$ cat src/verilog/pcs_defs.svh
// Purpose: Constants for the program counter, return stack and indirect addressing block
// Assumes: One core clock, instruction-level strobes from the execute stage
// Notes: Included by the package and by the design modules
`ifndef PCS_DEFS_SVH
`define PCS_DEFS_SVH

`define PCS_PC_W 13
`define PCS_PC_RESET 13'h0000
`define PCS_STACK_DEPTH 8
`define PCS_SP_W 3
`define PCS_LATH_W 5
`define PCS_JUMP_OPERAND_W 11
`define PCS_PTR_W 8
`define PCS_DADDR_W 9
// Address of the indirect data port within each bank
`define PCS_INDIRECT_PORT_ADDR 7'h00
`define PCS_READ_ZERO 8'h00

`endif

$ cat src/verilog/pcs_pkg.sv
// Purpose: Types for the program counter, return stack and indirect addressing block
// Assumes: Constants come from pcs_defs.svh
// Notes: Nothing is imported; users write pcs_pkg::name
`include "pcs_defs.svh"

package pcs_pkg;

    typedef logic [`PCS_PC_W-1:0] pcs_pc_t;

    // Program counter operation requested by the execute stage
    typedef enum logic [6:0] {
        PCS_OP_STEP = 7'h01,
        PCS_OP_LOW_WRITE = 7'h02,
        PCS_OP_JUMP = 7'h04,
        PCS_OP_CALL = 7'h08,
        PCS_OP_IRQ = 7'h10,
        PCS_OP_RETURN = 7'h20,
        PCS_OP_HOLD = 7'h40
    } pcs_op_e;

    typedef struct packed {
        pcs_op_e op;
        logic [7:0] low_data;
        logic [`PCS_JUMP_OPERAND_W-1:0] jump_addr;
        logic [`PCS_PC_W-1:0] irq_vector;
    } pcs_pc_req_s;

    typedef struct packed {
        logic valid;
        logic write;
        logic [`PCS_DADDR_W-1:0] addr;
        logic [7:0] wdata;
    } pcs_mem_req_s;

endpackage : pcs_pkg

$ cat src/verilog/pcs_core_addr.sv
// Purpose: Program counter, holding latch, return stack and indirect data addressing
// Assumes: Execute stage gives one operation per cycle; instruction fetch uses pc
// Notes: Indirect port address has no storage; requests are remapped to memory
// Functional notes
// RULE_01 - Keep a 13-bit program counter; its low byte is readable and writable.
// RULE_02 - Upper five counter bits load only from the holding latch; code also sets them on step carry, jump, return and interrupt.
// RULE_03 - Any reset clears the whole program counter to zero.
// RULE_04 - Writing the low byte copies latch bits 4:0 into the upper bits.
// RULE_05 - Call and jump take the two top counter bits from latch bits 4:3.
// RULE_06 - Software adding to the low byte must bump the latch on rollover.
// RULE_07 - Eight-entry 13-bit return stack with a hidden pointer.
// RULE_08 - Push the counter on calls and on interrupt vectoring.
// RULE_09 - Pop into the counter on return, literal return and interrupt return.
// RULE_10 - Push and pop leave the holding latch unchanged.
// RULE_11 - Stack is circular; the ninth push overwrites the first entry.
// RULE_12 - No stack overflow or underflow flag exists.
// RULE_13 - Indirect port has no storage; accesses go to the pointer's location.
// RULE_14 - Indirect read that lands on the indirect port returns zero.
// RULE_15 - Indirect write that lands on the indirect port stores nothing.
// RULE_16 - Indirect address is bank select bit over the 8-bit pointer.
// RULE_17 - Call and jump take the low eleven counter bits from the operand.
// RULE_18 - Excess pops wrap the hidden pointer and return stored data silently.
`include "pcs_defs.svh"
`timescale 1ns/10ps
`default_nettype none

module pcs_core_addr (
    input wire logic core_clk,
    input wire logic rst_n,
    input wire pcs_pkg::pcs_pc_req_s pc_req,
    input wire logic lath_we,
    input wire logic [7:0] lath_wdata,
    input wire logic ptr_we,
    input wire logic [7:0] ptr_wdata,
    input wire logic indirect_bank_select,
    input wire pcs_pkg::pcs_mem_req_s core_mem_req,
    input wire logic [7:0] mem_rdata,
    output pcs_pkg::pcs_pc_t pc,
    output logic [7:0] pc_low_byte,
    output logic [7:0] pc_high_holding_latch,
    output logic [7:0] file_select_pointer,
    output pcs_pkg::pcs_mem_req_s mem_req,
    output logic [7:0] core_rdata
);

    pcs_pkg::pcs_pc_t pc_r;
    pcs_pkg::pcs_pc_t pc_nxt;
    logic [`PCS_LATH_W-1:0] lath_r;
    logic [`PCS_LATH_W-1:0] lath_nxt;
    logic [7:0] ptr_r;
    logic [7:0] ptr_nxt;
    logic push;
    logic pop;
    pcs_pkg::pcs_pc_t stack_top;
    pcs_pkg::pcs_pc_t ret_addr;
    logic is_indirect;
    logic [`PCS_DADDR_W-1:0] ind_addr;
    logic ind_self;

    // Bank-relative test; the indirect port appears in every bank
    function automatic logic hits_port(input logic [`PCS_DADDR_W-1:0] a);
        hits_port = (a[6:0] == `PCS_INDIRECT_PORT_ADDR);
    endfunction : hits_port

    // Return address is the instruction after the one executing
    assign ret_addr = pc_r + 13'h0001;

    // Pushes and pops never touch the latch (see RULE_10)
    assign push = (pc_req.op == pcs_pkg::PCS_OP_CALL) || (pc_req.op == pcs_pkg::PCS_OP_IRQ); // see RULE_08
    assign pop = (pc_req.op == pcs_pkg::PCS_OP_RETURN); // see RULE_09

    pcs_return_stack #(
        .DEPTH(`PCS_STACK_DEPTH),
        .SP_W(`PCS_SP_W)
    ) u_stack (
        .core_clk(core_clk),
        .rst_n(rst_n),
        .push(push),
        .pop(pop),
        .push_data(ret_addr),
        .top_data(stack_top)
    ); // see RULE_07

    always_comb begin
        pc_nxt = pc_r;
        case (pc_req.op)
            pcs_pkg::PCS_OP_STEP: begin
                pc_nxt = pc_r + 13'h0001;
            end
            pcs_pkg::PCS_OP_LOW_WRITE: begin
                // Whole counter changes at once; no carry out of low byte
                pc_nxt = {lath_r, pc_req.low_data}; // see RULE_04 see RULE_02
            end
            pcs_pkg::PCS_OP_JUMP, pcs_pkg::PCS_OP_CALL: begin
                pc_nxt = {lath_r[4:3], pc_req.jump_addr}; // see RULE_05 see RULE_17
            end
            pcs_pkg::PCS_OP_IRQ: begin
                pc_nxt = pc_req.irq_vector; // see RULE_08
            end
            pcs_pkg::PCS_OP_RETURN: begin
                pc_nxt = stack_top; // see RULE_09 see RULE_18
            end
            pcs_pkg::PCS_OP_HOLD: begin
                pc_nxt = pc_r;
            end
            default: begin
                pc_nxt = pc_r;
            end
        endcase
    end

    always_comb begin
        lath_nxt = lath_r;
        ptr_nxt = ptr_r;
        if (lath_we) begin
            lath_nxt = lath_wdata[`PCS_LATH_W-1:0];
        end
        if (ptr_we) begin
            ptr_nxt = ptr_wdata;
        end
    end

    always_ff @(posedge core_clk or negedge rst_n) begin
        if (!rst_n) begin
            pc_r <= `PCS_PC_RESET; // see RULE_03
            lath_r <= '0;
            ptr_r <= '0;
        end else begin
            pc_r <= pc_nxt; // see RULE_01
            lath_r <= lath_nxt;
            ptr_r <= ptr_nxt;
        end
    end

    assign pc = pc_r;
    assign pc_low_byte = pc_r[7:0]; // see RULE_01
    assign pc_high_holding_latch = {3'h0, lath_r};
    assign file_select_pointer = ptr_r;

    // Indirect addressing remap
    assign is_indirect = core_mem_req.valid && hits_port(core_mem_req.addr); // see RULE_13
    assign ind_addr = {indirect_bank_select, ptr_r}; // see RULE_16
    assign ind_self = hits_port(ind_addr);

    always_comb begin
        mem_req = core_mem_req;
        core_rdata = mem_rdata;
        if (is_indirect) begin
            mem_req.addr = ind_addr; // see RULE_13
            if (ind_self) begin
                // Self reference: no storage behind it (see RULE_14) (see RULE_15)
                mem_req.valid = 1'b0;
                mem_req.write = 1'b0;
                core_rdata = `PCS_READ_ZERO;
            end
        end
    end

    low_write_a: assert property (@(posedge core_clk) disable iff (!rst_n) // see RULE_04
        pc_req.op == pcs_pkg::PCS_OP_LOW_WRITE |=> pc_r == {$past(lath_r), $past(pc_req.low_data)})
        else $error("Low byte write did not load latch bits");

    jump_top_bits_a: assert property (@(posedge core_clk) disable iff (!rst_n) // see RULE_05
        (pc_req.op == pcs_pkg::PCS_OP_JUMP || pc_req.op == pcs_pkg::PCS_OP_CALL)
        |=> pc_r[12:11] == $past(lath_r[4:3]))
        else $error("Jump top bits not from latch");

    jump_low_bits_a: assert property (@(posedge core_clk) disable iff (!rst_n) // see RULE_17
        pc_req.op == pcs_pkg::PCS_OP_JUMP |=> pc_r[10:0] == $past(pc_req.jump_addr))
        else $error("Jump low bits not from operand");

    call_return_a: assert property (@(posedge core_clk) disable iff (!rst_n) // see RULE_09
        (pc_req.op == pcs_pkg::PCS_OP_CALL) ##1 (pc_req.op == pcs_pkg::PCS_OP_RETURN)
        |=> pc_r == $past(pc_r, 2) + 13'h0001)
        else $error("Return did not restore call site");

    latch_kept_a: assert property (@(posedge core_clk) disable iff (!rst_n) // see RULE_10
        (push || pop) && !lath_we |=> $stable(lath_r))
        else $error("Stack action changed latch");

    ind_addr_a: assert property (@(posedge core_clk) disable iff (!rst_n) // see RULE_16
        is_indirect && !ind_self |-> mem_req.valid && mem_req.addr == {indirect_bank_select, ptr_r})
        else $error("Indirect address not formed from pointer");

    self_read_a: assert property (@(posedge core_clk) disable iff (!rst_n) // see RULE_14
        is_indirect && ind_self && !core_mem_req.write |-> core_rdata == 8'h00 && !mem_req.valid)
        else $error("Self indirect read not zero");

    self_write_a: assert property (@(posedge core_clk) disable iff (!rst_n) // see RULE_15
        is_indirect && ind_self |-> !mem_req.write)
        else $error("Self indirect write reached memory");

    upper_hold_a: assert property (@(posedge core_clk) disable iff (!rst_n) // see RULE_02
        pc_req.op == pcs_pkg::PCS_OP_HOLD |=> $stable(pc_r))
        else $error("Counter moved while held");

    step_incr_a: assert property (@(posedge core_clk) disable iff (!rst_n) // see RULE_01
        pc_req.op == pcs_pkg::PCS_OP_STEP |=> pc_r == $past(pc_r) + 13'h0001)
        else $error("Counter did not step by one");

    irq_vector_a: assert property (@(posedge core_clk) disable iff (!rst_n) // see RULE_08
        pc_req.op == pcs_pkg::PCS_OP_IRQ |=> pc_r == $past(pc_req.irq_vector))
        else $error("Interrupt did not load vector");

    push_top_a: assert property (@(posedge core_clk) disable iff (!rst_n) // see RULE_08
        push |=> stack_top == $past(ret_addr))
        else $error("Pushed address not on stack top");

    latch_load_a: assert property (@(posedge core_clk) disable iff (!rst_n) // see RULE_02
        lath_we |=> lath_r == $past(lath_wdata[`PCS_LATH_W-1:0]))
        else $error("Latch did not take written bits");

    ptr_load_a: assert property (@(posedge core_clk) disable iff (!rst_n) // see RULE_16
        ptr_we |=> ptr_r == $past(ptr_wdata))
        else $error("Pointer did not take written value");

    ind_read_a: assert property (@(posedge core_clk) disable iff (!rst_n) // see RULE_13
        is_indirect && !ind_self |-> core_rdata == mem_rdata)
        else $error("Indirect read data not passed back");

    direct_pass_a: assert property (@(posedge core_clk) disable iff (!rst_n) // see RULE_13
        core_mem_req.valid && !is_indirect |-> mem_req == core_mem_req)
        else $error("Direct access was altered");

endmodule : pcs_core_addr

`default_nettype wire

$ cat src/verilog/pcs_return_stack.sv
// Purpose: Eight-entry circular return-address stack
// Assumes: Push and pop never arrive in the same cycle
// Notes: Pointer is hidden; no overflow or underflow indication exists
`include "pcs_defs.svh"
`timescale 1ns/10ps
`default_nettype none

module pcs_return_stack #(
    parameter int DEPTH = `PCS_STACK_DEPTH,
    parameter int SP_W = `PCS_SP_W
) (
    input wire logic core_clk,
    input wire logic rst_n,
    input wire logic push,
    input wire logic pop,
    input wire pcs_pkg::pcs_pc_t push_data,
    output pcs_pkg::pcs_pc_t top_data
);

    pcs_pkg::pcs_pc_t mem_r [DEPTH];
    pcs_pkg::pcs_pc_t mem_nxt [DEPTH];
    logic [SP_W-1:0] sp_r;
    logic [SP_W-1:0] sp_nxt;
    logic [SP_W-1:0] top_idx;

    // Entry last pushed sits one below the write pointer
    assign top_idx = sp_r - 1'b1;
    assign top_data = mem_r[top_idx];

    always_comb begin
        mem_nxt = mem_r;
        sp_nxt = sp_r;
        if (push) begin
            // Wraps freely, ninth push overwrites the first one (see RULE_11)
            mem_nxt[sp_r] = push_data;
            sp_nxt = sp_r + 1'b1;
        end else if (pop) begin
            // Excess pops just wrap with no error (see RULE_18) (see RULE_12)
            sp_nxt = sp_r - 1'b1;
        end
    end

    always_ff @(posedge core_clk or negedge rst_n) begin
        if (!rst_n) begin
            sp_r <= '0;
            for (int i = 0; i < DEPTH; i++) begin
                mem_r[i] <= '0;
            end
        end else begin
            sp_r <= sp_nxt;
            mem_r <= mem_nxt;
        end
    end

    ninth_push_wrap_a: assert property (@(posedge core_clk) disable iff (!rst_n) // see RULE_11
        push |=> (sp_r == $past(sp_r) + 3'h1) && (mem_r[$past(sp_r)] == $past(push_data)))
        else $error("Push did not store at pointer and advance");

    pop_wrap_a: assert property (@(posedge core_clk) disable iff (!rst_n) // see RULE_18
        (pop && !push) |=> sp_r == $past(sp_r) - 3'h1)
        else $error("Pop did not step pointer back");

endmodule : pcs_return_stack

`default_nettype wire

$ cat config.mk
export PLATFORM = sky130hd
export DESIGN_NAME = pcs_core_addr
export DESIGN_NICKNAME = d
export VERILOG_FILES = /design/src/verilog/pcs_pkg.sv /design/src/verilog/pcs_core_addr.sv /design/src/verilog/pcs_return_stack.sv
export VERILOG_INCLUDE_DIRS = /design/src /design/src/verilog
export SDC_FILE = /design/constraint.sdc
export NUM_CORES = 1
export LEC_CHECK = 0
export ABC_CLOCK_PERIOD_IN_PS = 2750
export BUFFER_PORTS_ARGS = -buffer_cell sky130_fd_sc_hd__buf_4
export CAP_MARGIN = 20
export CORE_AREA = 2 2 104 126
export CTS_BUF_LIST = sky130_fd_sc_hd__clkbuf_8
export DETAILED_ROUTE_END_ITERATION = 7
export DIE_AREA = 0 0 106 128
export GPL_TIMING_DRIVEN = 0
export PLACE_DENSITY_LB_ADDON = 0.12
export SYNTH_ARGS = -nofsm -noshare
export SYNTH_HDL_FRONTEND = slang
export SYNTH_SLANG_ARGS = --single-unit
export TNS_END_PERCENT = 5
$ cat constraint.sdc
create_clock -name core_clk -period 2.75 [get_ports core_clk]
set_input_delay 0.55 -clock core_clk [delete_from_list [all_inputs] [get_ports core_clk]]
set_output_delay 0.55 -clock core_clk [all_outputs]
set_load 0.02 [all_outputs]
==> results of run 1 <==
-- cells by family (layout without fill, tap and decap cells) --
| group | after synthesis | count (layout) |
|---|---|---|
| other cells | 1 | 3 |
| mux | 53 | 53 |
| buf+inv | 72 | 234 |
| simple gates | 195 | 195 |
| fa+ha+maj | 3 | 3 |
| compound gates | 165 | 165 |
| xor+xnor | 19 | 19 |
| flops | 133 | 133 |
-- Yosys cell counts, drive strengths merged, types with 4 or more instances --
cell and number:
a211oi 4, a21o 6, a21oi 46, a222oi 6, a22oi 8, a32oi 5
and3 4, buf 42, clkbuf 22, dfrtp 133, inv 8, mux2 19
mux2i 8, mux4 26, nand2 78, nand3 9, nand3b 5, nor2 48
nor2b 10, nor3 17, o21ai 71, o22a 7, o32a 4, or3 4
or4 5, xnor2 13, xor2 6
-- power by group through the flow --
| stage | combinational [uW] | clock, uW | sequential, uW |
|---|---|---|---|
| after global routing | 2240 | 2070 | 2520 |
| after floorplan | 1250 | 0 | 2530 |
| after detailed placement | 2050 | 0 | 2510 |
| after global placement | 2010 | 0 | 2490 |
| after CTS | 2070 | 1980 | 2480 |
| final | 2100 | 1960 | 2490 |
-- sequential cells by signal (all words and copies together) (netlist names) --
name                 count
file_select_pointer      8
lath_r                   5
pc                      13
u_stack.mem_r          104
u_stack.sp_r             3
-- stage by stage --
| step | utilization | power [uW] | hold slack (ps) |
|---|---|---|---|
| floorplan | - | 3780 | 254 |
| global placement | 0.641 | 4500 | 455 |
| detailed placement | 0.644 | 4570 | 464 |
| CTS | 0.682 | 6530 | 73.4 |
| global route | 0.685 | 6830 | 90.1 |
| finish | 0.685 | 6550 | 77.4 |
-- timing repair --
| action | in CTS | in global routing |
|---|---|---|
| resized for setup | 5 | 7 |
| endpoints found under the setup margin | 20 | 16 |
| gates cloned | 0 | 0 |
-- worst paths after layout --
kind                                     end  slack, ps
min in group core_clk              lath_r[3]        340
setup reg to reg                       pc[7]        100
hold / removal             u_stack.mem_r[92]         80
max in group asynchronous  u_stack.mem_r[70]       1930
hold reg to reg            u_stack.mem_r[65]        480
setup / recovery                       pc[7]        100
-- area by class of cell --
| cell class | instances | share of cell area |
|---|---|---|
| Buffer | 62 | 0.0446 |
| Sequential cell | 133 | 0.391 |
| Timing Repair Buffer | 134 | 0.121 |
| Clock buffer | 18 | 0.0291 |
| Tap cell | 164 | 0.0241 |
| Inverter | 8 | 0.00352 |
| Multi-Input combinational cell | 438 | 0.361 |
| Clock inverter | 12 | 0.0266 |
-- worst reg2reg max path: stages, from the launching register on --
cell      delay, ps
dfrtp_1         460
inv_1           160
ha_2            560
clkbuf_4        340
mux4_2          340
nand3b_1        100
a211oi_1         70
a311oi_1        320
o211ai_1        170
-- layer usage --
| metal | part of all wire | GRT usage | wire length [um] |
|---|---|---|---|
| met1 | 0.40 | 0.374 | 7830 |
| met2 | 0.51 | 0.524 | 10000 |
| met3 | 0.072 | 0.0600 | 1430 |
| met4 | 0.025 | 0.0991 | 493 |
| met5 | 0 | 0 | 0 |
==> reports/metrics.cfg, run 1 <==
[clock_tree]
clockBufferDepth=2
cts_setup_buffers=0
cts_root_buf=clkbuf_8
clkLatencyLatePin_ps=440
cts_hold_buf=0
cts_sinks=133
cts.clk_slew.worst_paths_ps=80
cts_htree_levels=4
numCtsBuffers=17
cts_tree=yes

[timing]
min_period_over_period=0.965
setup_viol=0
fin_crit_ps=2650
setup_tns_ps=0
tightest_slew_ps=955
slew_headroom=0.359
fin_skew_ps=10.9
rsz0062_at_grt=false
finalHoldViolCount=0
fmax_mhz=377
setup_slack_ps=95.3
drv_slew=0

[synthesis]
ys_warn_count=0
netlist_area_um2=6770
yosys.area_share.xor_xnor=0.0246
synth_flop_cell=dfrtp_1
synthAdderAreaFrac=0.00554
synth_top_family_by_area=compound AO/OA/AOI/OAI gates
synthTopCellsByArea=dfrtp_1 49%, mux4_2 8.6%, nand2_1 4.3%
synth.avg_cell_area_um2=10.6
ys_ff_latch=133
synth_area_leader_cell=dfrtp_1
synth_simple_gate_area_frac=0.136
netlist_instances=641
netlist.area_leader.share=0.492
synth_compound_area_frac=0.152
synth-async-reset-ratio=1.00
ys_types=51
yosysSeqAreaShare=0.492
muxShareOfSynthArea=0.130
synth_edf_count=0

[critical_path]
slowest_stage=ha_2
critical_path_required_ps=3050
cp-startpoint=u_stack.sp_r[0]
crit_fanout=10
path_buf_inv=2
path_cells=inv_1 -> ha_2 -> clkbuf_4 -> mux4_2 -> nand3b_1 -> a211oi_1 -> a311oi_1 -> o211ai_1
crit_family=adder cells
critPathCaptureType=flop
r2r-start=u_stack.sp_r[0]
cp_slowest_stage_delay_ps=560
critical_path_class=flop to flop
cp.depth=8
arrival_ps=2950
cp-start-kind=flop
reg2regPathDepth=8

[pwr]
internal-power_uw=4330
ir_drop_mv=0.490
swShare=0.339
leakagePower_uw=0.00390
power_switching_uw=2220
clock_power_share=0.299
seqPwrFrac=0.380
p_per_area_nw_per_um2=769
combPwrFrac=0.320

[detailed_routing]
drc=0
via_per_inst=5.92
drt-initial-drc-count=579
vias=5740
firstDrtPassIters=5
routed_wl_um=19800
postRouteAntennaNets=0
wire_per_inst_um=20.4

[place]
dp_slack_ps=-518
place_hpwl_um=14600
io_buffers=133
place_congestion=0.954
place_area_um2=8010
dp_cells=941

[finish]
final_common_cell=buf_4
final_cell_area_um2=8520
layout-drive-gt1-share=0.337
final_cell_mix=151 x buf_4, 133 x dfrtp_1, 78 x nand2_1
register_area_um2=3330
final_cells=969
nFillCells=959
final_nets=884
diodes=0
multi_input_area_um2=3070
areaGrowthSynthToFinish_pct=25.8

[die]
die-area_um2=13600
io_pins=151
start_util=0.544
fp.coreArea_um2=12400
fp.dieW_um=106
std_cell_rows=45
dieHeight_um=128

[run]
cap_violations=0

[global_routing]
grt_pass1_vias=5719
track_usage=0.299
grt_overflow=0
grt_pass1_wl_um=30800
grt_max_degree=80
antenna_found_initial=0

[status]
status=finished clean

[worst_hold_path]
min_path_type=input port to async pin

No activity file was read; power rests on OpenSTA's default activity.
==> run 2, diff against run 1 <==
--- a/config.mk
+++ b/config.mk
@@ -10,7 +10,8 @@
 export BUFFER_PORTS_ARGS = -buffer_cell sky130_fd_sc_hd__buf_4
 export CAP_MARGIN = 20
 export CORE_AREA = 2 2 104 126
-export CTS_BUF_LIST = sky130_fd_sc_hd__clkbuf_8
+export CTS_BUF_LIST = sky130_fd_sc_hd__clkbuf_2
+export CTS_CLUSTER_SIZE = 8
 export DETAILED_ROUTE_END_ITERATION = 7
 export DIE_AREA = 0 0 106 128
 export GPL_TIMING_DRIVEN = 0
==> reports/metrics.cfg, run 2 (synthesis gave the netlist of run 1 again) <==
[status]
status=finished, violations left  ; was finished clean
violations=DRC

[timing]
rsz0062_at_grt=false  ; unchanged
finalHoldViolCount=0  ; unchanged
setup_viol=0  ; unchanged
fmax_mhz=370  ; was 377 MHz
drv_slew=0  ; unchanged
setup_tns_ps=0  ; unchanged
fin_skew_ps=35.5  ; was 10.9 ps
min_period_over_period=0.984  ; was 0.965
tightest_slew_ps=1050  ; was 955 ps
fin_crit_ps=2710  ; was 2650 ps
slew_headroom=0.294  ; was 0.359

[finish]
multi_input_area_um2=3060  ; was 3070 um2
final_cells=971  ; was 969
final_util=0.671  ; was 0.685
final_cell_mix=151 x buf_4, 133 x dfrtp_1, 78 x nand2_1  ; unchanged
layout-drive-gt1-share=0.333  ; was 0.337
register_area_um2=3330  ; unchanged
final_common_cell=buf_4  ; unchanged
registers.top_by_ff_count=u_stack.mem_r  ; unchanged
areaGrowthSynthToFinish_pct=23.4  ; was 25.8%
final_nets=885  ; was 884
final_cell_area_um2=8350  ; was 8520 um2
largest_reg_flops=104  ; unchanged
nFillCells=975  ; was 959

[global_routing]
grt_overflow=0  ; unchanged
grt_pass1_wl_um=30500  ; was 30800 um
grt_max_degree=80  ; unchanged
grt_pass1_vias=5682  ; was 5719
track_usage=0.296  ; was 0.299
antenna_found_initial=1  ; was 0

[detailed_routing]
dr.max_layer_used=met4  ; unchanged
firstDrtPassIters=8  ; was 5
vias=5742  ; was 5740
drt-initial-drc-count=549  ; was 579
via_per_inst=5.91  ; was 5.92
postRouteAntennaNets=0  ; unchanged
wire_per_inst_um=20.2  ; was 20.4 um
dr_wl_met3_um=1330  ; was 1430 um
wl_met1_um=7910  ; was 7830 um
wl_met2_um=10000  ; about the same
routed_wl_um=19700  ; was 19800 um
drc=2  ; was 0

[die]
die-area_um2=13600  ; unchanged
fp.dieW_um=106  ; unchanged
fp.coreArea_um2=12400  ; unchanged
std_cell_rows=45  ; unchanged
io_pins=151  ; unchanged
start_util=0.544  ; unchanged
dieHeight_um=128  ; unchanged

[critical_path]
crit_fanout=10  ; unchanged
critical_path_required_ps=3300  ; was 3050 ps
critical_path_class=flop to flop  ; unchanged
critPathCaptureType=flop  ; unchanged
arrival_ps=3260  ; was 2950 ps
cp-start-kind=flop  ; unchanged

[place]
io_buffers=133  ; unchanged
dp_cells=941  ; unchanged
place_congestion=0.954  ; unchanged
place_area_um2=8010  ; unchanged
place_hpwl_um=14600  ; unchanged

[clock_tree]
cts_root_buf=clkbuf_2  ; was clkbuf_8
cts_htree_levels=4  ; unchanged
cts.clk_slew.worst_paths_ps=210  ; was 80 ps
cts_tree=yes  ; unchanged
cts_setup_buffers=0  ; unchanged
clockBufferDepth=2  ; unchanged
cts_sinks=133  ; unchanged
clkLatencyLatePin_ps=670  ; was 440 ps
numCtsBuffers=17  ; unchanged

[pwr]
leakagePower_uw=0.00385  ; was 0.00390 uW
p_per_area_nw_per_um2=728  ; was 769 nW/um2
ir_drop_mv=0.428  ; was 0.490 mV

[worst_hold_path]
min_path_type=input port to flop  ; was input port to async pin

[run]
cap_violations=0  ; unchanged

==> run 2: cell count changes in the layout (fill, tap and decap cells not counted), sizes merged <==
cell and delta:
dlygate4sd3 +1, clkinv +1, clkbuf -2, clkdlybuf4s15 -1, buf +2, diode +1
==> run 2: timing repair <==
action / CTS / global route
endpoints found under the hold margin: 54 / 0
endpoints found under the setup margin: 20 / 12
gates resized for setup: 5 / 3
hold buffers: 1 / 0
==> run 2: power breakdown <==
part / internal, uW / switching, uW
clock: 771 / 731
combinational: 891 / 1210
sequential: 2240 / 244
total: 3900 / 2180
==> run 2: critical path, cell delays in order, from the launching register on <==
cell      delay, ps
dfrtp_1         500
inv_1           130
ha_2            540
buf_2           390
mux4_2          370
nand3b_1        100
a211oi_1         70
a311oi_1        330
o211ai_1        170
==> run 2: area by class of cell <==
cell class	instances	area share
Sequential cell	133	0.398
Multi-Input combinational cell	438	0.366
Timing Repair Buffer	135	0.124
Buffer	62	0.0445
Clock inverter	13	0.0276
Tap cell	164	0.0246
Clock buffer	17	0.0102
Inverter	8	0.00359
Antenna cell	1	0.000300
==> run 2: path summary, 6_finish.rpt <==
check,cells after the start,from,end,slack [ps]
worst min-delay path,2,lath_wdata[3],lath_r[3],90
max in group asynchronous,3,rst_n,pc[5],1590
worst min register to register,2,u_stack.mem_r[74],u_stack.mem_r[74],510
worst max-delay path,8,u_stack.sp_r[1],pc[7],40
min in group asynchronous,2,rst_n,u_stack.mem_r[92],390
worst max register to register,8,u_stack.sp_r[1],pc[7],40
==> run 2: through the flow <==
| step | hold WS, ps | worst slack, ps | power, uW |
|---|---|---|---|
| 6_report | 93.8 | 44.9 | 6080 |
| 5_1_grt | 25.5 | 6.61 | 6350 |
| 4_1_cts | 49.1 | 46.3 | 6070 |
| 3_5_place_dp | 464 | -518 | 4570 |
| 3_3_place_gp | 455 | -447 | 4500 |
| 2_1_floorplan | 254 | 252 | 3780 |
==> run 2: layer usage <==
| metal | GRT usage | up-vias |
|---|---|---|
| met3 | 0.0569 | 34 |
| met2 | 0.521 | 275 |
| met4 | 0.0929 | 0 |
| li1 | - | 2615 |
| met5 | 0 | - |
| met1 | 0.371 | 2818 |
==> run 3, diff against run 2 <==
--- a/config.mk
+++ b/config.mk
@@ -9,14 +9,15 @@
 export ABC_CLOCK_PERIOD_IN_PS = 2750
 export BUFFER_PORTS_ARGS = -buffer_cell sky130_fd_sc_hd__buf_4
 export CAP_MARGIN = 20
-export CORE_AREA = 2 2 104 126
+export CORE_AREA = 2 2 106 129
 export CTS_BUF_LIST = sky130_fd_sc_hd__clkbuf_2
 export CTS_CLUSTER_SIZE = 8
 export DETAILED_ROUTE_END_ITERATION = 7
-export DIE_AREA = 0 0 106 128
+export DIE_AREA = 0 0 108 131
 export GPL_TIMING_DRIVEN = 0
 export PLACE_DENSITY_LB_ADDON = 0.12
 export SYNTH_ARGS = -nofsm -noshare
 export SYNTH_HDL_FRONTEND = slang
+export SYNTH_HIERARCHICAL = 1
 export SYNTH_SLANG_ARGS = --single-unit
 export TNS_END_PERCENT = 5
==> reports/metrics.cfg, run 3 <==
[status]
status=finished clean  ; was finished, violations left

[pwr]
seqPwrFrac=0.337  ; was 0.408
leakagePower_uw=0.00443  ; was 0.00385 uW
clock_power_share=0.166  ; was 0.247
p_per_area_nw_per_um2=826  ; was 728 nW/um2
ir_drop_mv=0.460  ; was 0.428 mV
power_switching_uw=3150  ; was 2180 uW
internal-power_uw=4230  ; was 3900 uW
combPwrFrac=0.497  ; was 0.345
swShare=0.426  ; was 0.358

[finish]
nFillCells=1004  ; was 975
areaGrowthSynthToFinish_pct=24.0  ; was 23.4%
final_nets=867  ; was 885
final_cell_mix=162 x buf_4, 132 x dfrtp_1, 110 x mux2_2  ; was 151 x buf_4, 133 x dfrtp_1, 78 x nand2_1
largest_reg_flops=104  ; unchanged
multi_input_area_um2=3560  ; was 3060 um2
final_common_cell=buf_4  ; unchanged
layout-drive-gt1-share=0.448  ; was 0.333
registers.top_by_ff_count=u_stack/mem_r  ; was u_stack.mem_r
register_area_um2=3330  ; about the same
final_util=0.690  ; was 0.671

[synthesis]
ys_types=55  ; was 51
netlist_area_um2=7200  ; was 6770 um2
synth_area_leader_cell=dfrtp_1  ; unchanged
yosysSeqAreaShare=0.462  ; was 0.492
synth.avg_cell_area_um2=11.8  ; was 10.6 um2
ys_top_cells_by_count=133 x dfrtp_1, 110 x mux2_2, 68 x nand3_1  ; was 133 x dfrtp_1, 78 x nand2_1, 48 x nor2_1
synth_edf_count=0  ; unchanged
synthTopCellsByArea=dfrtp_1 46%, mux2_2 17%, mux2i_1 7.2%  ; was dfrtp_1 49%, mux4_2 8.6%, nand2_1 4.3%
yosysMostFrequentCell=dfrtp_1  ; unchanged
ys_ff_latch=133  ; unchanged
netlist.area_leader.share=0.462  ; was 0.492
ys_warn_count=6  ; was 0
synth-async-reset-ratio=1.00  ; unchanged
synth_flop_cell=dfrtp_1  ; unchanged
netlist_instances=608  ; was 641

[timing]
rsz0062_at_grt=true  ; was false
tightest_slew_ps=876  ; was 1050 ps
drv_slew=0  ; unchanged
setup_viol=0  ; unchanged
setup_tns_ps=0  ; unchanged
fin_skew_ps=45.7  ; was 35.5 ps
fin_crit_ps=2700  ; was 2710 ps
finalHoldViolCount=0  ; unchanged
slew_headroom=0.411  ; was 0.294
min_period_over_period=0.983  ; was 0.984
fmax_mhz=370  ; about the same

[die]
fp.dieW_um=108  ; was 106 um
std_cell_rows=46  ; was 45
fp.coreArea_um2=12900  ; was 12400 um2
die-area_um2=14100  ; was 13600 um2
io_pins=151  ; unchanged
start_util=0.556  ; was 0.544
dieHeight_um=131  ; was 128 um

[critical_path]
critPathCaptureType=flop  ; unchanged
critical_path_class=flop to flop  ; unchanged
slowest_stage=dfrtp_2  ; was ha_2
arrival_ps=3290  ; was 3260 ps
r2r-end=pc[9]  ; was pc[7]
path_cells=inv_2 -> clkbuf_2 -> ha_4 -> xor2_4 -> clkbuf_4 -> nand3_1 -> and4_1 -> a22oi_1 -> o21ai_0 -> a221o_2  ; was inv_1 -> ha_2 -> buf_2 -> mux4_2 -> nand3b_1 -> a211oi_1 -> a311oi_1 -> o211ai_1
critical_path_required_ps=3340  ; was 3300 ps
crit_fanout=10  ; unchanged
r2r_slack_ps=50  ; was 40 ps
cp_slowest_stage_delay_ps=460  ; was 540 ps
r2r-start=u_stack/sp_r[0]  ; was u_stack.sp_r[1]
cp-start-kind=flop  ; unchanged
reg2regPathDepth=10  ; was 8

[worst_hold_path]
whs_endpoint=file_select_pointer[1]  ; was lath_r[3]
min_path_type=input port to flop  ; unchanged
min_from=ptr_wdata[1]  ; was lath_wdata[3]
worstHoldPathCells=2  ; unchanged

[global_routing]
grt_pass1_wl_um=29800  ; was 30500 um
track_usage=0.280  ; was 0.296
grt_pass1_vias=5541  ; was 5682
antenna_found_initial=1  ; unchanged
grt_overflow=0  ; unchanged
grt_max_degree=100  ; was 80

[detailed_routing]
wire_per_inst_um=20.5  ; was 20.2 um
drt-initial-drc-count=553  ; was 549
via_per_inst=5.90  ; was 5.91
firstDrtPassIters=7  ; was 8
vias=5661  ; was 5742
postRouteAntennaNets=0  ; unchanged
drc=0  ; was 2
routed_wl_um=19700  ; about the same

[clock_tree]
cts_htree_levels=4  ; unchanged
numCtsBuffers=17  ; unchanged
cts_tree=yes  ; unchanged
cts_root_buf=clkbuf_2  ; unchanged
clockBufferDepth=2  ; unchanged
clkLatencyLatePin_ps=700  ; was 670 ps
cts_sinks=133  ; unchanged
cts.clk_slew.worst_paths_ps=210  ; about the same

[place]
place_congestion=0.958  ; was 0.954
place_hpwl_um=14600  ; about the same
io_buffers=134  ; was 133

[run]
cap_violations=0  ; unchanged

[run 3: worst max-delay path by stage]
stage / to / startpoint / slack (ps) / cells after the start
after global routing: core_rdata[5] / file_select_pointer[0] / -40 / 5
after CTS: core_rdata[5] / file_select_pointer[4] / 30 / 5
after global placement: u_stack/mem_r[87] / pc_req[38] / -440 / 8
after detailed placement: u_stack/mem_r[87] / pc_req[38] / -460 / 8
after floorplan: pc[8] / u_stack/sp_r[0] / 200 / 11
final: pc[9] / u_stack/sp_r[0] / 50 / 10
[run 3: area by class of cell]
| cell class | count | area share |
|---|---|---|
| inverter | 5 | 0.00210 |
| timing repair buffer | 149 | 0.131 |
| sequential | 133 | 0.373 |
| antenna | 1 | 0.000280 |
| clock inverter | 15 | 0.0189 |
| clock buffer | 17 | 0.00953 |
| multi-input combinational | 416 | 0.399 |
| buffer | 55 | 0.0425 |
| tap | 168 | 0.0235 |
[run 3: kinds of logic (layout without fill, tap and decap cells)]
kind of cell             after synthesis  in the layout  synth area share
AO/OA/AOI/OAI                         54             54            0.0570
flip-flops                           133            133             0.462
AND/OR/NAND/NOR                      165            165             0.134
XOR/XNOR                              19             19            0.0252
multiplexers                         172            172             0.265
other                                  1              4          0.000521
buffers and inverters                 61            241            0.0509
adder cells (fa/ha/maj)                3              3           0.00521
[run 3: repair_timing]
action                                  4_1_cts  5_1_grt
setup buffers                                 1        3
hold buffers                                  1        9
gates resized for setup                      18        5
endpoints found under the setup margin       21       15
endpoints found under the hold margin        34        9
[run 3: metal layers]
metal | up-vias | track usage | wire length, um
met5 | - | 0 | 0
met4 | 0 | 0.0988 | 444
met3 | 37 | 0.0689 | 1510
met2 | 269 | 0.480 | 9880
met1 | 2796 | 0.345 | 7820
li1 | 2559 | - | -
[run 3: stage by stage]
step / instances / hold WS, ps / total power [uW] / setup slack [ps] / area, um2
floorplan: 610 / 254 / 4710 / 204 / 7210
global placement: 912 / 486 / 5780 / -437 / 8430
detailed placement: 913 / 471 / 5880 / -461 / 8460
CTS: 946 / 3.50 / 7280 / 30.8 / 8790
global route: 959 / 10.6 / 7780 / -39.8 / 8930
finish: 959 / 98.6 / 7380 / 47.6 / 8930
[run 3: power by group through the flow]
stage	clock network, uW	registers, uW	logic (uW)
6_report	1220	2490	3670
5_1_grt	1360	2530	3890
4_1_cts	1260	2490	3530
3_5_place_dp	0	2530	3360
3_3_place_gp	0	2510	3280
2_1_floorplan	0	2560	2150
[run 3: critical path: cells and delay by family (launching register included)]
family	cells	cell delay (ps)
fa+ha+maj	1	240
xor+xnor	1	260
buf+inv	3	710
flops	1	460
compound gates	3	600
simple gates	2	340
